File: src/design/dmacm_pkg.sv
// constants, register map and encodings for the dma master control block
// Functional notes
// - global register 16 bits, reset zero, held
// - reserved global bits read zero
// - priority field picks fixed orders or round-robin
// - address error sets flag, stops channels
// - address error flag cleared by read-then-zero
// - nmi sets flag always, stops all transfers
// - nmi flag: one ignored, read-then-zero clears
// - both flags cleared by reset
// - master enable and channel enable gate
// - master enable cleared terminates all transfers
// - transfer needs enables, no end/error flags
// - each request moves one unit, count minus one
// - count zero ends transfer, interrupt if enabled
// - error or nmi aborts running unit
// - auto mode requests internally when enabled
// - external request pin, level or falling edge
// - external encodings select dual or single mode
// - six module sources, not with 16-byte size
// - requester need not be data endpoint
// - round-robin moves finished channel to bottom
// - end flag only on full count completion
package dmacm_pkg;
	localparam int          NUM_CH          = 4;
	localparam logic [7:0]  ADDR_GLOBAL     = 8'h00;
	localparam logic [7:0]  ADDR_CTRL_BASE  = 8'h10;
	localparam logic [7:0]  ADDR_COUNT_BASE = 8'h14;
	localparam logic [7:0]  ADDR_CH_STRIDE  = 8'h08;
	localparam logic [15:0] GLOBAL_RESET    = 16'h0000;
	localparam logic [15:0] CTRL_RESET      = 16'h0000;
	localparam logic [15:0] COUNT_RESET     = 16'h0000;
	localparam logic [15:0] CTRL_MASK       = 16'h0f5f;
	localparam int          GOP_PRI_HI      = 9;
	localparam int          GOP_PRI_LO      = 8;
	localparam int          GOP_AE          = 2;
	localparam int          GOP_NMI         = 1;
	localparam int          GOP_ME          = 0;
	localparam int          CTRL_RS_HI      = 11;
	localparam int          CTRL_RS_LO      = 8;
	localparam int          CTRL_DS         = 6;
	localparam int          CTRL_TS_HI      = 4;
	localparam int          CTRL_TS_LO      = 3;
	localparam int          CTRL_IE         = 2;
	localparam int          CTRL_TE         = 1;
	localparam int          CTRL_DE         = 0;
	localparam logic [3:0]  RS_EXT_DUAL     = 4'h0;
	localparam logic [3:0]  RS_EXT_MEM2DEV  = 4'h2;
	localparam logic [3:0]  RS_EXT_DEV2MEM  = 4'h3;
	localparam logic [3:0]  RS_AUTO         = 4'h4;
	localparam logic [3:0]  RS_TX0          = 4'ha;
	localparam logic [3:0]  RS_RX0          = 4'hb;
	localparam logic [3:0]  RS_TX1          = 4'hc;
	localparam logic [3:0]  RS_RX1          = 4'hd;
	localparam logic [3:0]  RS_CONV         = 4'he;
	localparam logic [3:0]  RS_CMP          = 4'hf;
	localparam logic [1:0]  TS_16BYTE       = 2'h3;
	localparam logic [1:0]  PRI_0123        = 2'h0;
	localparam logic [1:0]  PRI_0231        = 2'h1;
	localparam logic [1:0]  PRI_2013        = 2'h2;
	localparam logic [1:0]  PRI_RR          = 2'h3;
	localparam logic [7:0]  ORDER_0123      = 8'he4;
	localparam logic [7:0]  ORDER_0231      = 8'h78;
	localparam logic [7:0]  ORDER_2013      = 8'hd2;
	typedef enum logic [0:0] {
		ST_IDLE = 1'b0,
		ST_BUSY = 1'b1
	} dmacm_state_t;
endpackage

File: src/design/dmacm_top.sv
// dma master control: global register, channel gating, arbitration, unit sequencing
//
// Implementation choices: the placing of the registers and the plain strobed port.
`timescale 1ns/1ps
`default_nettype none
module dmacm_top (
	input  wire logic        clk,                        // 250 MHz system clock
	input  wire logic        rstn,                       // async reset, active low
	input  wire logic        ce,                         // clock enable, low freezes state
	input  wire logic [7:0]  addr,                       // register byte address
	input  wire logic [15:0] wdata,                      // register write data
	input  wire logic        wr,                         // write strobe
	input  wire logic        rd,                         // read strobe
	output logic      [15:0] rdata,                      // read data, cycle after rd
	input  wire logic        nmi_event,                  // nmi occurrence pulse
	input  wire logic        addr_error_event,           // controller address error pulse
	input  wire logic [1:0]  external_request_in_n,      // request pins ch0/ch1, low active
	input  wire logic [1:0]  receive_full_request,       // serial ports 0/1 receive full
	input  wire logic [1:0]  transmit_empty_request,     // serial ports 0/1 transmit empty
	input  wire logic        conversion_end_request,     // converter done
	input  wire logic        compare_match_request,      // compare match timer
	output logic             xfer_valid,                 // unit in progress
	output logic      [1:0]  xfer_chan,                  // channel of the unit
	output logic      [1:0]  xfer_size,                  // unit size code
	output logic      [3:0]  xfer_source,                // request source code of channel
	input  wire logic        xfer_done,                  // bus side finished the unit
	output logic             xfer_abort,                 // one-cycle pulse, unit aborted
	output logic      [1:0]  external_ack_out,           // ack for ch0/ch1 during unit
	output logic      [3:0]  transfer_end_interrupt      // per-channel end interrupt
);
	logic         rst_meta;
	logic         rst_n_s;
	logic [15:0]  gop;
	logic         ae_armed;
	logic         nmi_armed;
	logic [15:0]  ctrl [dmacm_pkg::NUM_CH];
	logic [15:0]  count [dmacm_pkg::NUM_CH];
	logic [3:0]   te_armed;
	logic [1:0]   prev_req_n;
	logic [1:0]   edge_pend;
	logic [7:0]   rr_order;
	dmacm_pkg::dmacm_state_t state;
	dmacm_pkg::dmacm_state_t next_state;

	// reset release through two flops; only the second is used anywhere
	always_ff @(posedge clk or negedge rstn) begin
		if (!rstn) begin
			rst_meta <= 1'b0;
			rst_n_s  <= 1'b0;
		end else begin
			rst_meta <= 1'b1;
			rst_n_s  <= rst_meta;
		end
	end

	// global field decode
	wire [1:0] pri  = gop[dmacm_pkg::GOP_PRI_HI:dmacm_pkg::GOP_PRI_LO];
	wire       ae   = gop[dmacm_pkg::GOP_AE];
	wire       nonmaskable_event_flag = gop[dmacm_pkg::GOP_NMI];
	wire       me   = gop[dmacm_pkg::GOP_ME];
	wire       hit_global = (addr == dmacm_pkg::ADDR_GLOBAL);
	wire       wr_global  = wr && hit_global;
	wire       rd_global  = rd && hit_global;

	// per-channel decode and request qualification
	logic [3:0]  hit_ctrl;
	logic [3:0]  hit_count;
	logic [3:0]  chan_req;
	logic [3:0]  chan_ok;
	logic [15:0] rd_mux [dmacm_pkg::NUM_CH];
	wire         any_fault = ae || nonmaskable_event_flag;
	genvar gi;
	generate
		for (gi = 0; gi < dmacm_pkg::NUM_CH; gi++) begin : g_ch
			localparam logic [7:0] OFS = 8'(gi * 8);
			wire [3:0] rs  = ctrl[gi][dmacm_pkg::CTRL_RS_HI:dmacm_pkg::CTRL_RS_LO];
			wire [1:0] ts  = ctrl[gi][dmacm_pkg::CTRL_TS_HI:dmacm_pkg::CTRL_TS_LO];
			wire       de  = ctrl[gi][dmacm_pkg::CTRL_DE];
			wire       te  = ctrl[gi][dmacm_pkg::CTRL_TE];
			wire       is_ext = (rs == dmacm_pkg::RS_EXT_DUAL) ||
				(rs == dmacm_pkg::RS_EXT_MEM2DEV) ||
				(rs == dmacm_pkg::RS_EXT_DEV2MEM);
			wire       is_mod = rs[3] && (rs[2] || rs[1]);
			logic      ext_req;
			logic      mod_req;
			assign hit_ctrl[gi]  = (addr == dmacm_pkg::ADDR_CTRL_BASE + OFS);
			assign hit_count[gi] = (addr == dmacm_pkg::ADDR_COUNT_BASE + OFS);
			// external pins exist only for channels 0 and 1
			if (gi < 2) begin : g_pin
				assign ext_req = ctrl[gi][dmacm_pkg::CTRL_DS] ? edge_pend[gi] :
					!external_request_in_n[gi];
			end else begin : g_nopin
				assign ext_req = 1'b0;
			end
			// module sources; a 16-byte size makes them never request
			always_comb begin
				case (rs)
					dmacm_pkg::RS_TX0:  mod_req = transmit_empty_request[0];
					dmacm_pkg::RS_RX0:  mod_req = receive_full_request[0];
					dmacm_pkg::RS_TX1:  mod_req = transmit_empty_request[1];
					dmacm_pkg::RS_RX1:  mod_req = receive_full_request[1];
					dmacm_pkg::RS_CONV: mod_req = conversion_end_request;
					dmacm_pkg::RS_CMP:  mod_req = compare_match_request;
					default:            mod_req = 1'b0;
				endcase
			end
			assign chan_ok[gi] = de && me && !te && !any_fault;
			assign chan_req[gi] = chan_ok[gi] && (
				(rs == dmacm_pkg::RS_AUTO) ||
				(is_ext && ext_req) ||
				(is_mod && (ts != dmacm_pkg::TS_16BYTE) && mod_req));
			assign rd_mux[gi] = hit_ctrl[gi] ? (ctrl[gi] & dmacm_pkg::CTRL_MASK) :
				(hit_count[gi] ? count[gi] : 16'h0000);
		end
	endgenerate

	// active order: fixed tables or the rotating round-robin order
	logic [7:0] order;
	always_comb begin
		case (pri)
			dmacm_pkg::PRI_0123: order = dmacm_pkg::ORDER_0123;
			dmacm_pkg::PRI_0231: order = dmacm_pkg::ORDER_0231;
			dmacm_pkg::PRI_2013: order = dmacm_pkg::ORDER_2013;
			default:             order = rr_order;
		endcase
	end

	// pick the highest requesting channel, walking from the bottom up
	logic       grant_any;
	logic [1:0] grant_ch;
	always_comb begin
		grant_any = 1'b0;
		grant_ch  = 2'h0;
		for (int k = 3; k >= 0; k--) begin
			if (chan_req[order[2*k +: 2]]) begin
				grant_any = 1'b1;
				grant_ch  = order[2*k +: 2];
			end
		end
	end

	// rotated order with the running channel moved to the bottom
	logic [7:0] rr_next;
	always_comb begin
		logic seen;
		seen    = 1'b0;
		rr_next = rr_order;
		for (int k = 0; k < 3; k++) begin
			if (rr_order[2*k +: 2] == xfer_chan) begin
				seen = 1'b1;
			end
			if (seen) begin
				rr_next[2*k +: 2] = rr_order[2*k+2 +: 2];
			end
		end
		rr_next[7:6] = xfer_chan;
	end

	// a running unit stops at once when its channel loses any enable or a fault appears
	wire busy     = (state == dmacm_pkg::ST_BUSY);
	wire run_ok   = chan_ok[xfer_chan];
	wire abort_now = busy && (!run_ok || addr_error_event || nmi_event);
	wire done_now  = busy && xfer_done && !abort_now;
	wire last_unit = (count[xfer_chan] == 16'h0001);

	always_comb begin
		next_state = state;
		case (state)
			dmacm_pkg::ST_IDLE: begin
				if (grant_any) begin
					next_state = dmacm_pkg::ST_BUSY;
				end
			end
			dmacm_pkg::ST_BUSY: begin
				if (abort_now || done_now) begin
					next_state = dmacm_pkg::ST_IDLE;
				end
			end
			default: next_state = dmacm_pkg::ST_IDLE;
		endcase
	end

	// flag updates: a hardware set in the same cycle beats a software clear
	wire ae_clr  = wr_global && ae_armed && !wdata[dmacm_pkg::GOP_AE];
	wire nmi_clr = wr_global && nmi_armed && !wdata[dmacm_pkg::GOP_NMI];
	wire next_ae  = addr_error_event || (ae && !ae_clr);
	wire next_nmi = nmi_event || (nonmaskable_event_flag && !nmi_clr);

	// end flag set by the last unit, cleared by read-then-zero; kept as wires, not process temps
	wire [3:0] te_set_v = {4{done_now && last_unit}} & (4'h1 << xfer_chan);
	wire [3:0] te_clr_v = {4{wr && !wdata[dmacm_pkg::CTRL_TE]}} & hit_ctrl & te_armed;

	// global register; only priority and master enable are software-written
	always_ff @(posedge clk or negedge rst_n_s) begin
		if (!rst_n_s) begin
			gop       <= dmacm_pkg::GLOBAL_RESET;
			ae_armed  <= 1'b0;
			nmi_armed <= 1'b0;
		end else if (ce) begin
			if (wr_global) begin
				gop[dmacm_pkg::GOP_PRI_HI:dmacm_pkg::GOP_PRI_LO] <=
					wdata[dmacm_pkg::GOP_PRI_HI:dmacm_pkg::GOP_PRI_LO];
				gop[dmacm_pkg::GOP_ME] <= wdata[dmacm_pkg::GOP_ME];
			end
			gop[dmacm_pkg::GOP_AE]  <= next_ae;
			gop[dmacm_pkg::GOP_NMI] <= next_nmi;
			// arming is lost when the flag drops, so a stale read cannot clear a new event
			ae_armed  <= next_ae && (ae_armed || (rd_global && ae)) && !ae_clr;
			nmi_armed <= next_nmi && (nmi_armed || (rd_global && nonmaskable_event_flag)) && !nmi_clr;
		end
	end

	// channel control and count registers
	always_ff @(posedge clk or negedge rst_n_s) begin
		if (!rst_n_s) begin
			for (int i = 0; i < dmacm_pkg::NUM_CH; i++) begin
				ctrl[i]  <= dmacm_pkg::CTRL_RESET;
				count[i] <= dmacm_pkg::COUNT_RESET;
			end
			te_armed <= 4'h0;
		end else if (ce) begin
			for (int i = 0; i < dmacm_pkg::NUM_CH; i++) begin
				if (wr && hit_ctrl[i]) begin
					ctrl[i] <= (wdata & dmacm_pkg::CTRL_MASK) &
						~(16'h0001 << dmacm_pkg::CTRL_TE) |
						({15'h0000, ctrl[i][dmacm_pkg::CTRL_TE]} << dmacm_pkg::CTRL_TE);
				end
				ctrl[i][dmacm_pkg::CTRL_TE] <= te_set_v[i] ||
					(ctrl[i][dmacm_pkg::CTRL_TE] && !te_clr_v[i]);
				te_armed[i] <= !te_set_v[i] && !te_clr_v[i] && ctrl[i][dmacm_pkg::CTRL_TE] &&
					(te_armed[i] || (rd && hit_ctrl[i]));
				// software load wins over the decrement of the same cycle
				if (wr && hit_count[i]) begin
					count[i] <= wdata;
				end else if (done_now && (xfer_chan == 2'(i))) begin
					count[i] <= count[i] - 16'h0001;
				end
			end
		end
	end

	// edge capture for falling-edge detection, consumed by the grant
	always_ff @(posedge clk or negedge rst_n_s) begin
		if (!rst_n_s) begin
			prev_req_n <= 2'h3;
			edge_pend  <= 2'h0;
		end else if (ce) begin
			prev_req_n <= external_request_in_n;
			for (int i = 0; i < 2; i++) begin
				edge_pend[i] <= (prev_req_n[i] && !external_request_in_n[i]) ||
					(edge_pend[i] && !(!busy && grant_any && grant_ch == 2'(i)));
			end
		end
	end

	// sequencer and unit outputs
	always_ff @(posedge clk or negedge rst_n_s) begin
		if (!rst_n_s) begin
			state       <= dmacm_pkg::ST_IDLE;
			xfer_valid  <= 1'b0;
			xfer_chan   <= 2'h0;
			xfer_size   <= 2'h0;
			xfer_source <= 4'h0;
			xfer_abort  <= 1'b0;
			external_ack_out <= 2'h0;
			rr_order    <= dmacm_pkg::ORDER_0123;
		end else if (ce) begin
			state      <= next_state;
			xfer_abort <= abort_now;
			if (!busy && grant_any) begin
				xfer_valid  <= 1'b1;
				xfer_chan   <= grant_ch;
				xfer_size   <= ctrl[grant_ch][dmacm_pkg::CTRL_TS_HI:dmacm_pkg::CTRL_TS_LO];
				xfer_source <= ctrl[grant_ch][dmacm_pkg::CTRL_RS_HI:dmacm_pkg::CTRL_RS_LO];
				external_ack_out <= (grant_ch[1] || ctrl[grant_ch][11:10] != 2'h0) ? 2'h0 :
					(2'h1 << grant_ch[0]);
			end else if (abort_now || done_now) begin
				xfer_valid       <= 1'b0;
				external_ack_out <= 2'h0;
			end
			if (done_now) begin
				rr_order <= rr_next;
			end
		end
	end

	// interrupt lines and read data, both registered
	always_ff @(posedge clk or negedge rst_n_s) begin
		if (!rst_n_s) begin
			transfer_end_interrupt <= 4'h0;
			rdata <= 16'h0000;
		end else if (ce) begin
			for (int i = 0; i < dmacm_pkg::NUM_CH; i++) begin
				transfer_end_interrupt[i] <= ctrl[i][dmacm_pkg::CTRL_TE] &&
					ctrl[i][dmacm_pkg::CTRL_IE];
			end
			if (rd) begin
				rdata <= hit_global ? (gop & 16'h0307) :
					(rd_mux[0] | rd_mux[1] | rd_mux[2] | rd_mux[3]);
			end else begin
				rdata <= 16'h0000;
			end
		end
	end
endmodule // dmacm_top
`default_nettype wire

File: config.mk
export PLATFORM = sky130hd
export DESIGN_NAME = dmacm_top
export DESIGN_NICKNAME = d
export VERILOG_FILES = /design/src/design/dmacm_pkg.sv /design/src/design/dmacm_top.sv
export SDC_FILE = /design/constraint.sdc
export NUM_CORES = 1
export LEC_CHECK = 0
export BUFFER_PORTS_ARGS = -buffer_cell sky130_fd_sc_hd__buf_2
export CORE_MARGIN = 10
export CORE_UTILIZATION = 60
export CTS_CLUSTER_SIZE = 30
export DETAILED_ROUTE_END_ITERATION = 8
export PLACE_DENSITY = 0.8
export SLEW_MARGIN = 20
export SYNTH_ARGS = -nofsm -noshare
export SYNTH_HDL_FRONTEND = slang
export SYNTH_SLANG_ARGS = --single-unit
File: constraint.sdc
create_clock -name clk -period 6.4 [get_ports clk]
set_clock_uncertainty 0.15 [all_clocks]
set_input_delay 0.64 -clock clk [delete_from_list [all_inputs] [get_ports clk]]
set_output_delay 0.64 -clock clk [all_outputs]
set_load 0.01 [all_outputs]
==> impl_metrics.env, run 1 <==
export IMPL_synth_top_area_cell="dfrtp_1"
export IMPL_grt_first_pass_wirelength_um=48690
export IMPL_cp_slowest_cell="nor4b_1"
export IMPL_path_class="in -> reg"
export IMPL_die_width_um=147.0
export IMPL_muxShareOfSynthArea_pct=8.503
export IMPL_critical_path_buf_inv_count=2
export IMPL_area_growth_pct=11.44
export IMPL_die_h_um=147.0
export IMPL_grt_total_usage_pct=28.30
export IMPL_final_area_um2=10790
export IMPL_max_freq_mhz=246.3
export IMPL_ios=72
export IMPL_slew_headroom_pct=24.06
export IMPL_top_layer_used="met4"
export IMPL_fin_crit_sh_pct=63.43
export IMPL_start_util_pct=61.17
export IMPL_cts_root_buf="clkbuf_16"
export IMPL_cts_buffers_inserted=17
export IMPL_ys_flop_type="dfrtp_1"
export IMPL_synth_top_area_share_pct=40.32
export IMPL_first_iter_violations=1207
export IMPL_first_pass_iters=9
export IMPL_yosys_register_bits=162
export IMPL_outcome="finished, final reports clean"
export IMPL_finalCriticalPeriod_ns=4.059
export IMPL_drc=0
export IMPL_viasPerCell=6.825
export IMPL_yosys_warnings=0
export IMPL_synth_xor_area_share_pct=0.5428
export IMPL_grt_setup_unrepaired="false"
export IMPL_setup_viol=0
export IMPL_synth_edf_count=0
export IMPL_grt_overflow=0
export IMPL_path_clk_slew_ns=0.06
export IMPL_synth_fp_nets=1148
export IMPL_io_buffers=71
export IMPL_post_route_util_pct=68.17
export IMPL_wl_met2_um=14140
export IMPL_syn_area_per_cell_um2=8.802
export IMPL_die_area_um2=21620
export IMPL_cp_top_family="simple AND/OR/NAND/NOR gates"
export IMPL_drt_wirelength_per_cell_um=22.80
export IMPL_worst_slew_pin_slew_ns=1.135
export IMPL_place_gp_congestion=0.9923
export IMPL_final_hold_viol_count=0
export IMPL_core_um2=15830
export IMPL_ys_seq_area_share_pct=41.95
export IMPL_clk_latency_ns=0.45
export IMPL_htreeDepth=4
export IMPL_cts_setup_buffers=0
export IMPL_vias=9309
export IMPL_synthArstFlopShare_pct=100.0
export IMPL_grt_max_degree=65
export IMPL_hp_class="reg -> reg"
export IMPL_ir_drop_uv=209.3
export IMPL_drive_gt1_share_pct=17.25
export IMPL_synthDistinctLibCells=74
export IMPL_clockBufferDepth=2
export IMPL_synth_most_common_cell="dfrtp_1"
export IMPL_nets=1183
export IMPL_worstPathArrival_ns=4.24
export IMPL_critPathMaxStageDelay_ns=0.64
export IMPL_std_cell_rows=46
export IMPL_ant_nets=0
export IMPL_grt_pass1_vias=8614
export IMPL_synth_simple_area_share_pct=18.57
export IMPL_yosys_area_share_adder_pct=1.034
export IMPL_cp_cell_sequence="buf_2 -> nor4b_1 -> nand3_1 -> nor2_1 -> buf_4 -> nand2_1 -> o31ai_1 -> nand2_1 -> a21oi_1 -> mux2_2 -> a31o_2"
export IMPL_ys_top_cells_by_count="dfrtp_1, o21ai_0, nor2_1"
export IMPL_synthTopCellsByArea="dfrtp_1, o21ai_0, mux2_2"
export IMPL_antenna_found_initial=0
export IMPL_cts_resized=0
export IMPL_clock_sinks=162
export IMPL_path_common_cell="nand2_1"
export IMPL_setup_tns_ns=0
export IMPL_synthCells=1100
export IMPL_leakage_nw=4.921
export IMPL_synth_area_um2=9682
export IMPL_dr_wl_met3_um=3275
export IMPL_maxSlewViolCount=0
export IMPL_cp_max_fo=29
export IMPL_finalPower_mw=2.477
export IMPL_dp_hpwl_um=21960
export IMPL_diodes=0
export IMPL_required_ns=6.58
export IMPL_nFillCells=1255
export IMPL_power_density_nw_per_um2=229.6
export IMPL_synth_compound_area_share_pct=25.11
export IMPL_wl_um=31110
export IMPL_cts_hold_buf=1
export IMPL_end_kind="flip-flop"
export IMPL_wl_met1_um=12180
export IMPL_startpoint_type="primary input"
export IMPL_synth_top_family_by_area="compound AO/OA/AOI/OAI gates"
export IMPL_cts_tree="built"
export IMPL_dpl_instance_area_um2=10130
export IMPL_max_cap_violations=0
==> layout by cell type, fill, tap and decap left out, types with 17 or more instances in the layout <==
| master | count |
|---|---|
| dfrtp_1 | 155 |
| clkbuf_16 | 17 |
| nand2_1 | 86 |
| mux2i_1 | 26 |
| mux2_2 | 50 |
| a22oi_1 | 36 |
| nand3_1 | 41 |
| inv_1 | 31 |
| nor2_1 | 103 |
| a21oi_1 | 102 |
| buf_2 | 71 |
| nor3_1 | 37 |
| o21ai_0 | 120 |
==> metrics by stage <==
step                      setup WS, ns  instances  hold WS, ns
final                            2.341       1364       0.2067
after global routing             2.010       1364       0.2151
after CTS                        2.506       1364       0.2104
after detailed placement         2.049       1331       0.1958
after global placement           2.106       1331       0.1933
after floorplan                  1.412       1100       0.1812
==> flip-flops by register name, indices dropped and copies added, names as in the netlist, 4 cells and up <==
signal	count
xfer_source	4
rdata	16
ctrl	40
count	64
transfer_end_interrupt	4
te_armed	4
rr_order	8
==> power breakdown <==
group	internal (mW)	total (mW)	switching (mW)
Clock	0.666	1.13	0.466
Combinational	0.0888	0.247	0.158
Sequential	1.05	1.10	0.0435
Total	1.81	2.48	0.667
==> layout make-up <==
| cell class | instances | area [um^2] | area share [%] |
|---|---|---|---|
| Inverter | 32 | 120.1 | 1.113 |
| Clock buffer | 17 | 425.4 | 3.943 |
| Timing Repair Buffer | 87 | 478.0 | 4.430 |
| Multi-Input combinational cell | 835 | 5210 | 48.29 |
| Tap cell | 216 | 270.3 | 2.505 |
| Clock inverter | 15 | 220.2 | 2.041 |
| Sequential cell | 162 | 4065 | 37.68 |
==> per-layer routing <==
metal,up-vias,GRT usage (%)
met5,-,0
met4,0,13.68
met3,115,7.862
met2,571,43.52
met1,4443,36.15
li1,4180,-
==> path summary, 6_finish.rpt <==
path,startpoint,cells past startpoint,slack (ns),end
max in group asynchronous,rst_n_s$_DFF_PN0_,1,4.58,transfer_end_interrupt[3]$_DFFE_PN0P_
worst min-delay path,rst_meta$_DFF_PN0_,0,0.21,rst_n_s$_DFF_PN0_
worst max-delay path,addr[4],11,2.34,count[12]$_DFFE_PN0P_
worst max register to register,gop[1]$_DFFE_PN0P_,9,2.65,xfer_source[3]$_DFFE_PN0P_
worst min register to register,rst_meta$_DFF_PN0_,0,0.21,rst_n_s$_DFF_PN0_
min in group asynchronous,rst_n_s$_DFF_PN0_,0,0.23,ctrl[35]$_DFFE_PN0P_
==> cell families after synthesis <==
family,count (synthesis)
compound gates,380
xor+xnor,6
fa+ha+maj,8
buf+inv,103
flops,162
mux,76
other cells,1
simple gates,364
(Power assumes the default switching activity.)
==> run 2, diff against run 1 <==
--- a/config.mk
+++ b/config.mk
@@ -5,12 +5,13 @@
 export SDC_FILE = /design/constraint.sdc
 export NUM_CORES = 1
 export LEC_CHECK = 0
+export ABC_AREA = 1
 export BUFFER_PORTS_ARGS = -buffer_cell sky130_fd_sc_hd__buf_2
 export CORE_MARGIN = 10
 export CORE_UTILIZATION = 60
 export CTS_CLUSTER_SIZE = 30
 export DETAILED_ROUTE_END_ITERATION = 8
-export PLACE_DENSITY = 0.8
+export PLACE_DENSITY = 0.79
 export SLEW_MARGIN = 20
 export SYNTH_ARGS = -nofsm -noshare
 export SYNTH_HDL_FRONTEND = slang
==> constraint.sdc (replaced) <==
create_clock -name clk -period 4.2 [get_ports clk]
set_clock_uncertainty 0.15 [all_clocks]
set_input_delay 0.42 -clock clk [delete_from_list [all_inputs] [get_ports clk]]
set_output_delay 0.42 -clock clk [all_outputs]
set_load 0.01 [all_outputs]
==> impl_metrics.env, run 2 <==
export IMPL_ant_nets=0
export IMPL_clk_latency_ns=0.44
export IMPL_max_freq_mhz=306.3
export IMPL_clock_sinks=162
export IMPL_fin_ws_ns=0.9353
export IMPL_yosys_warnings=0
export IMPL_cp_cell_sequence="inv_1 -> nor2_1 -> inv_1 -> nor2_1 -> nor3_2 -> o2111a_2 -> nand2_2 -> nor2_4 -> nand2_1 -> nand2_1 -> inv_1 -> nand2_1 -> o21ai_1 -> inv_1"
export IMPL_synthCells=1399
export IMPL_synth_area_um2=10070
export IMPL_synthArstFlopShare_pct=100.0
export IMPL_final_cell_mix="nand2_1, inv_1, o21ai_0"
export IMPL_worst_slew_pin_slew_ns=0.9101
export IMPL_synth_top_area_cell="dfrtp_1"
export IMPL_setup_viol=0
export IMPL_die_area_um2=22370
export IMPL_io_buffers=71
export IMPL_place_gp_congestion=1.035
export IMPL_largest_register="count"
export IMPL_first_iter_violations=1184
export IMPL_max_cap_violations=0
export IMPL_synth_most_common_cell="nand2_1"
export IMPL_worstPathArrival_ns=3.44
export IMPL_diodes=0
export IMPL_layout_commonest_cell="nand2_1"
export IMPL_path_class="reg -> reg"
export IMPL_antenna_found_initial=0
export IMPL_drive_gt1_share_pct=12.58
export IMPL_ys_flop_type="dfrtp_1"
export IMPL_pre_cts_slack_ns=0.9841
export IMPL_required_ns=4.38
export IMPL_dp_hpwl_um=25120
export IMPL_outcome="finished, final reports clean"
export IMPL_leakage_nw=5.357
export IMPL_ios=72
export IMPL_finalCriticalPeriod_ns=3.265
export IMPL_cts_buffers_inserted=17
export IMPL_cp_max_fo=15
export IMPL_vias=10300
export IMPL_viasPerCell=6.090
export IMPL_cts_resized=0
export IMPL_end_kind="flip-flop"
export IMPL_area_growth_pct=11.48
export IMPL_clockBufferDepth=2
export IMPL_startpoint_type="flip-flop"
export IMPL_fin_crit_sh_pct=77.73
export IMPL_critical_path_buf_inv_count=4
export IMPL_cts_root_buf="clkbuf_16"
export IMPL_cp_top_family="simple AND/OR/NAND/NOR gates"
export IMPL_path_depth=14
export IMPL_htreeDepth=4
export IMPL_syn_area_per_cell_um2=7.199
export IMPL_std_cell_rows=47
export IMPL_synth_top_area_share_pct=38.76
export IMPL_post_route_util_pct=67.94
export IMPL_maxSlewViolCount=0
export IMPL_wl_um=34000
export IMPL_top_regs="count (64), ctrl (40), rdata (16)"
export IMPL_final_hold_viol_count=0
export IMPL_synth_edf_count=0
export IMPL_grt_max_degree=75
export IMPL_die_width_um=149.6
export IMPL_rr_worst_depth=14
export IMPL_synthDistinctLibCells=63
export IMPL_grt_setup_unrepaired="false"
export IMPL_yosys_register_bits=162
export IMPL_power_density_nw_per_um2=400.8
export IMPL_core_um2=16520
export IMPL_grt_overflow=0
export IMPL_ir_drop_uv=365.4
export IMPL_nFillCells=1436
export IMPL_timing_hold_ws_ns=0.06548
export IMPL_drt_wirelength_per_cell_um=20.10
export IMPL_cts_tree="built"
export IMPL_critPathMaxStageDelay_ns=0.57
export IMPL_nets=1506
export IMPL_grt_pass1_vias=9796
export IMPL_largest_reg_flops=64
export IMPL_start_util_pct=60.94
export IMPL_grt_total_usage_pct=30.35
export IMPL_die_h_um=149.6
export IMPL_hp_class="reg -> async"
export IMPL_path_common_cell="inv_1"
export IMPL_path_clk_slew_ns=0.07
export IMPL_cp_slowest_cell="dfrtp_1"
export IMPL_setup_tns_ns=0
export IMPL_first_pass_iters=6
export IMPL_ys_seq_area_share_pct=40.33
export IMPL_ys_top_cells_by_count="nand2_1, inv_1, o21ai_0"
export IMPL_synth_fp_nets=1447
export IMPL_grt_first_pass_wirelength_um=53140
export IMPL_slew_headroom_pct=39.10
export IMPL_drc=0
export IMPL_synthTopCellsByArea="dfrtp_1, nand2_1, o21ai_0"
==> run 2: cell count changes after synthesis, moves of 32 or more <==
cell and delta:
o21ai_0 +52, mux2_2 -49, nand2_1 +249, a22oi_1 -32, clkbuf_1 -36, inv_1 +163
a21oi_1 -57
==> run 2: worst reg2reg max path, stage by stage (launching register included) <==
cell and delay, ns:
dfrtp_1 0.57, inv_1 0.19, nor2_1 0.48, inv_1 0.12, nor2_1 0.18, nor3_2 0.05
o2111a_2 0.15, nand2_2 0.13, nor2_4 0.11, nand2_1 0.09, nand2_1 0.30, inv_1 0.39
nand2_1 0.10, o21ai_1 0.09, inv_1 0.06
==> run 2: timing repair <==
action | CTS | global route
endpoints found under the hold margin | 2 | 0
setup endpoints to repair | 0 | 0
hold buffers | 1 | 0
setup buffers | 0 | 0
==> run 2: final cells by class <==
type                            instances  area, um^2  area share [%]
Multi-Input combinational cell        986        4994           44.48
Inverter                              210       807.0           7.188
Tap cell                              220       275.3           2.452
Clock buffer                           17       425.4           3.789
Timing Repair Buffer                   81       465.4           4.146
Sequential cell                       162        4065           36.21
Clock inverter                         15       195.2           1.739
==> run 2: worst paths after layout <==
path,startpoint,end,slack (ns)
min reg2reg,rst_n_s$_DFF_PN0_,count[14]$_DFFE_PN0P_,0.07
min in group clk,external_request_in_n[0],prev_req_n[0]$_DFFE_PN1P_,0.11
min,rst_n_s$_DFF_PN0_,count[14]$_DFFE_PN0P_,0.07
max in group asynchronous,rst_n_s$_DFF_PN0_,prev_req_n[1]$_DFFE_PN1P_,2.72
max reg2reg,xfer_chan[0]$_DFFE_PN0P_,count[51]$_DFFE_PN0P_,0.94
max,xfer_chan[0]$_DFFE_PN0P_,count[51]$_DFFE_PN0P_,0.94
==> run 2: kinds of logic (layout without fill, tap and decap cells) <==
group | Yosys count | in the layout | share of synthesized area [%]
other | 1 | 1 | 0.03724
flip-flops | 162 | 162 | 40.33
AND/OR/NAND/NOR | 607 | 607 | 26.23
AO/OA/AOI/OAI | 348 | 348 | 20.39
XOR/XNOR | 21 | 21 | 1.826
multiplexers | 1 | 1 | 0.1118
adder cells (fa/ha/maj) | 8 | 8 | 0.9940
buffers and inverters | 251 | 323 | 10.09
==> run 2: metrics by stage <==
step	cell area, um^2	cells	total power, mW
6_report	11230	1691	4.499
5_1_grt	11230	1691	4.688
4_1_cts	11200	1690	4.475
3_5_place_dp	10570	1657	2.817
3_3_place_gp	10570	1657	2.797
2_1_floorplan	10070	1399	2.488
==> run 2: routing by layer <==
layer	vias up	share of wire (%)	global-route usage, %	wire (um)
met1	4824	38	37.50	13070
li1	4751	-	-	-
met4	0	5.7	16.14	1953
met3	132	10	6.793	3402
met5	-	0	0	0
met2	591	46	48.60	15570
==> run 2: power by group <==
group          internal, mW  leakage (nW)  total [mW]  switching, mW
sequential             1.74          1.98        1.92          0.179
clock                 0.953         0.303        1.67          0.714
combinational         0.297          3.08       0.911          0.615
==> run 3, diff against run 2 <==
--- a/config.mk
+++ b/config.mk
@@ -8,10 +8,10 @@
 export ABC_AREA = 1
 export BUFFER_PORTS_ARGS = -buffer_cell sky130_fd_sc_hd__buf_2
 export CORE_MARGIN = 10
-export CORE_UTILIZATION = 60
+export CORE_UTILIZATION = 55
 export CTS_CLUSTER_SIZE = 30
 export DETAILED_ROUTE_END_ITERATION = 8
-export PLACE_DENSITY = 0.79
+export PLACE_DENSITY = 0.77
 export SLEW_MARGIN = 20
 export SYNTH_ARGS = -nofsm -noshare
 export SYNTH_HDL_FRONTEND = slang
==> constraint.sdc (replaced) <==
create_clock -name clk -period 2.9 [get_ports clk]
set_clock_uncertainty 0.15 [all_clocks]
set_input_delay 0.29 -clock clk [delete_from_list [all_inputs] [get_ports clk]]
set_output_delay 0.29 -clock clk [all_outputs]
set_load 0.01 [all_outputs]
==> impl_metrics.env, run 3 (same netlist as run 2, synthesis figures left out) <==
export IMPL_cp_cell_sequence="o21ai_0 -> nand3_1 -> nor2_1 -> nand2_2 -> nand2_1 -> nand3_1 -> nand2_1 -> nand2_1 -> nand3_1 -> nand3_2 -> nand2_4 -> inv_6 -> o21ai_1 -> nor2_1 -> nor2_1 -> nor2_2"
export IMPL_drt_wirelength_per_cell_um=19.27
export IMPL_die_h_um=155.3
export IMPL_worstPathArrival_ns=2.90
export IMPL_fin_ws_ns=0.1831
export IMPL_ant_nets=0
export IMPL_outcome="finished, final reports clean"
export IMPL_largest_register="count"
export IMPL_pre_cts_slack_ns=0.2194
export IMPL_critical_path_buf_inv_count=1
export IMPL_required_ns=3.09
export IMPL_final_hold_viol_count=0
export IMPL_clk_latency_ns=0.44
export IMPL_finalNonFillerCells=1734
export IMPL_cp_slowest_cell="dfrtp_1"
export IMPL_cp_top_family="simple AND/OR/NAND/NOR gates"
export IMPL_dp_hpwl_um=25420
export IMPL_grt_pass1_vias=9701
export IMPL_first_pass_iters=6
export IMPL_hp_start="rd"
export IMPL_cp_max_fo=9
export IMPL_fin_crit_sh_pct=93.69
export IMPL_grt_first_pass_wirelength_um=53210
export IMPL_max_cap_violations=0
export IMPL_maxSlewViolCount=0
export IMPL_nFillCells=1598
export IMPL_top_regs="count (64), ctrl (40), rdata (16)"
export IMPL_dp_cells=1695
export IMPL_grt_overflow=0
export IMPL_worst_slew_pin_slew_ns=0.7277
export IMPL_startpoint_type="flip-flop"
export IMPL_largest_reg_flops=64
export IMPL_layout_commonest_cell="nand2_1"
export IMPL_nets=1540
export IMPL_rr_worst_depth=16
export IMPL_final_cell_mix="nand2_1, inv_1, o21ai_0"
export IMPL_vias=10200
export IMPL_cts_tree="built"
export IMPL_setup_viol=0
export IMPL_critPathMaxStageDelay_ns=0.47
export IMPL_drive_gt1_share_pct=14.49
export IMPL_first_iter_violations=1111
export IMPL_antenna_found_initial=0
export IMPL_io_buffers=71
export IMPL_final_area_um2=11550
export IMPL_power_density_nw_per_um2=572.7
export IMPL_dpl_instance_area_um2=10820
export IMPL_diodes=0
export IMPL_grt_total_usage_pct=27.84
export IMPL_end_kind="flip-flop"
export IMPL_slew_headroom_pct=50.85
export IMPL_ir_drop_uv=470.2
export IMPL_min_to="rdata[1]$_DFFE_PN0P_"
export IMPL_multiInputGateArea_um2=5015
export IMPL_start_util_pct=56.06
export IMPL_leakage_nw=5.527
export IMPL_die_width_um=155.3
export IMPL_r2r_end="xfer_size[0]$_DFFE_PN0P_"
export IMPL_hold_depth=3
export IMPL_htreeDepth=4
export IMPL_wl_um=33420
export IMPL_path_class="reg -> reg"
export IMPL_final_seq_area_um2=4065
export IMPL_r2r_slack_ns=0.18
export IMPL_ios=72
export IMPL_finalCriticalPeriod_ns=2.717
export IMPL_r2r_start="ctrl[25]$_DFFE_PN0P_"
export IMPL_cts_root_buf="clkbuf_16"
export IMPL_clockBufferDepth=2
export IMPL_place_gp_congestion=1.002
export IMPL_drc=0
export IMPL_hp_class="in -> reg"
export IMPL_cts_buffers_inserted=17
export IMPL_grt_max_degree=61
export IMPL_std_cell_rows=49
export IMPL_core_um2=17960
export IMPL_grt_setup_unrepaired="true"
export IMPL_viasPerCell=5.884
export IMPL_clock_sinks=162
export IMPL_die_area_um2=24120
export IMPL_max_freq_mhz=368.1
export IMPL_area_growth_pct=14.67
export IMPL_path_clk_slew_ns=0.07
==> run 3: report_power, final <==
part / internal [mW] / leakage, nW / total (mW) / switching, mW
clock: 1.48 / 0.309 / 2.49 / 1.01
combinational: 0.467 / 3.24 / 1.36 / 0.897
sequential: 2.52 / 1.98 / 2.76 / 0.242
==> run 3: per-stage QoR <==
| stage | TNS [ns] | util (%) | hold WS, ns | power, mW |
|---|---|---|---|---|
| after floorplan | 0 | - | -0.1556 | 3.603 |
| after global placement | 0 | 60.25 | -0.07309 | 4.097 |
| after detailed placement | 0 | 60.25 | -0.07200 | 4.126 |
| after CTS | 0 | 64.09 | 0.01917 | 6.601 |
| after global routing | -0.0002214 | 64.29 | 0.03200 | 6.910 |
| final | 0 | 64.29 | 0.02319 | 6.614 |
==> run 3: layout make-up <==
cell class              instances  share of cell area (%)
inverters                     210                   6.988
clock inverters                14                   1.733
repair buffers                115                   6.371
flip-flops and latches        162                   35.20
clock buffers                  18                   3.803
well taps                     229                   2.481
multi-input cells             986                   43.42
==> run 3: tightest hold or removal path: stages <==
cell and delay (ns):
buf_2 0.13, inv_1 0.08, o31ai_1 0.07
==> run 3: timing repair <==
item	4_1_cts	5_1_grt
setup buffers	0	2
resized for setup	0	4
hold endpoints to repair	5	0
endpoints found under the setup margin	0	16
hold buffers	5	0
==> run 3: metal layers <==
| layer | track usage, % | part of all wire (%) |
|---|---|---|
| met1 | 34.90 | 40 |
| met2 | 44.33 | 46 |
| met3 | 5.845 | 8.1 |
| met4 | 14.66 | 5.4 |
| met5 | 0 | 0 |
==> run 3: worst max path at each step <==
stage / end / cells after the start / slack [ns] / from
finish: xfer_size[0]$_DFFE_PN0P_ / 16 / 0.18 / ctrl[25]$_DFFE_PN0P_
global route: external_ack_out[0]$_DFFE_PN0P_ / 16 / -0.0002 / pri[1]$_DFFE_PN0P_
CTS: count[14]$_DFFE_PN0P_ / 14 / 0.20 / gop[1]$_DFFE_PN0P_
detailed placement: count[36]$_DFFE_PN0P_ / 14 / 0.22 / gop[1]$_DFFE_PN0P_
global placement: xfer_size[0]$_DFFE_PN0P_ / 16 / 0.25 / ctrl[24]$_DFFE_PN0P_
floorplan: ae$_DFFE_PN0P_ / 0 / 0.07 / rst_n_s$_DFF_PN0_
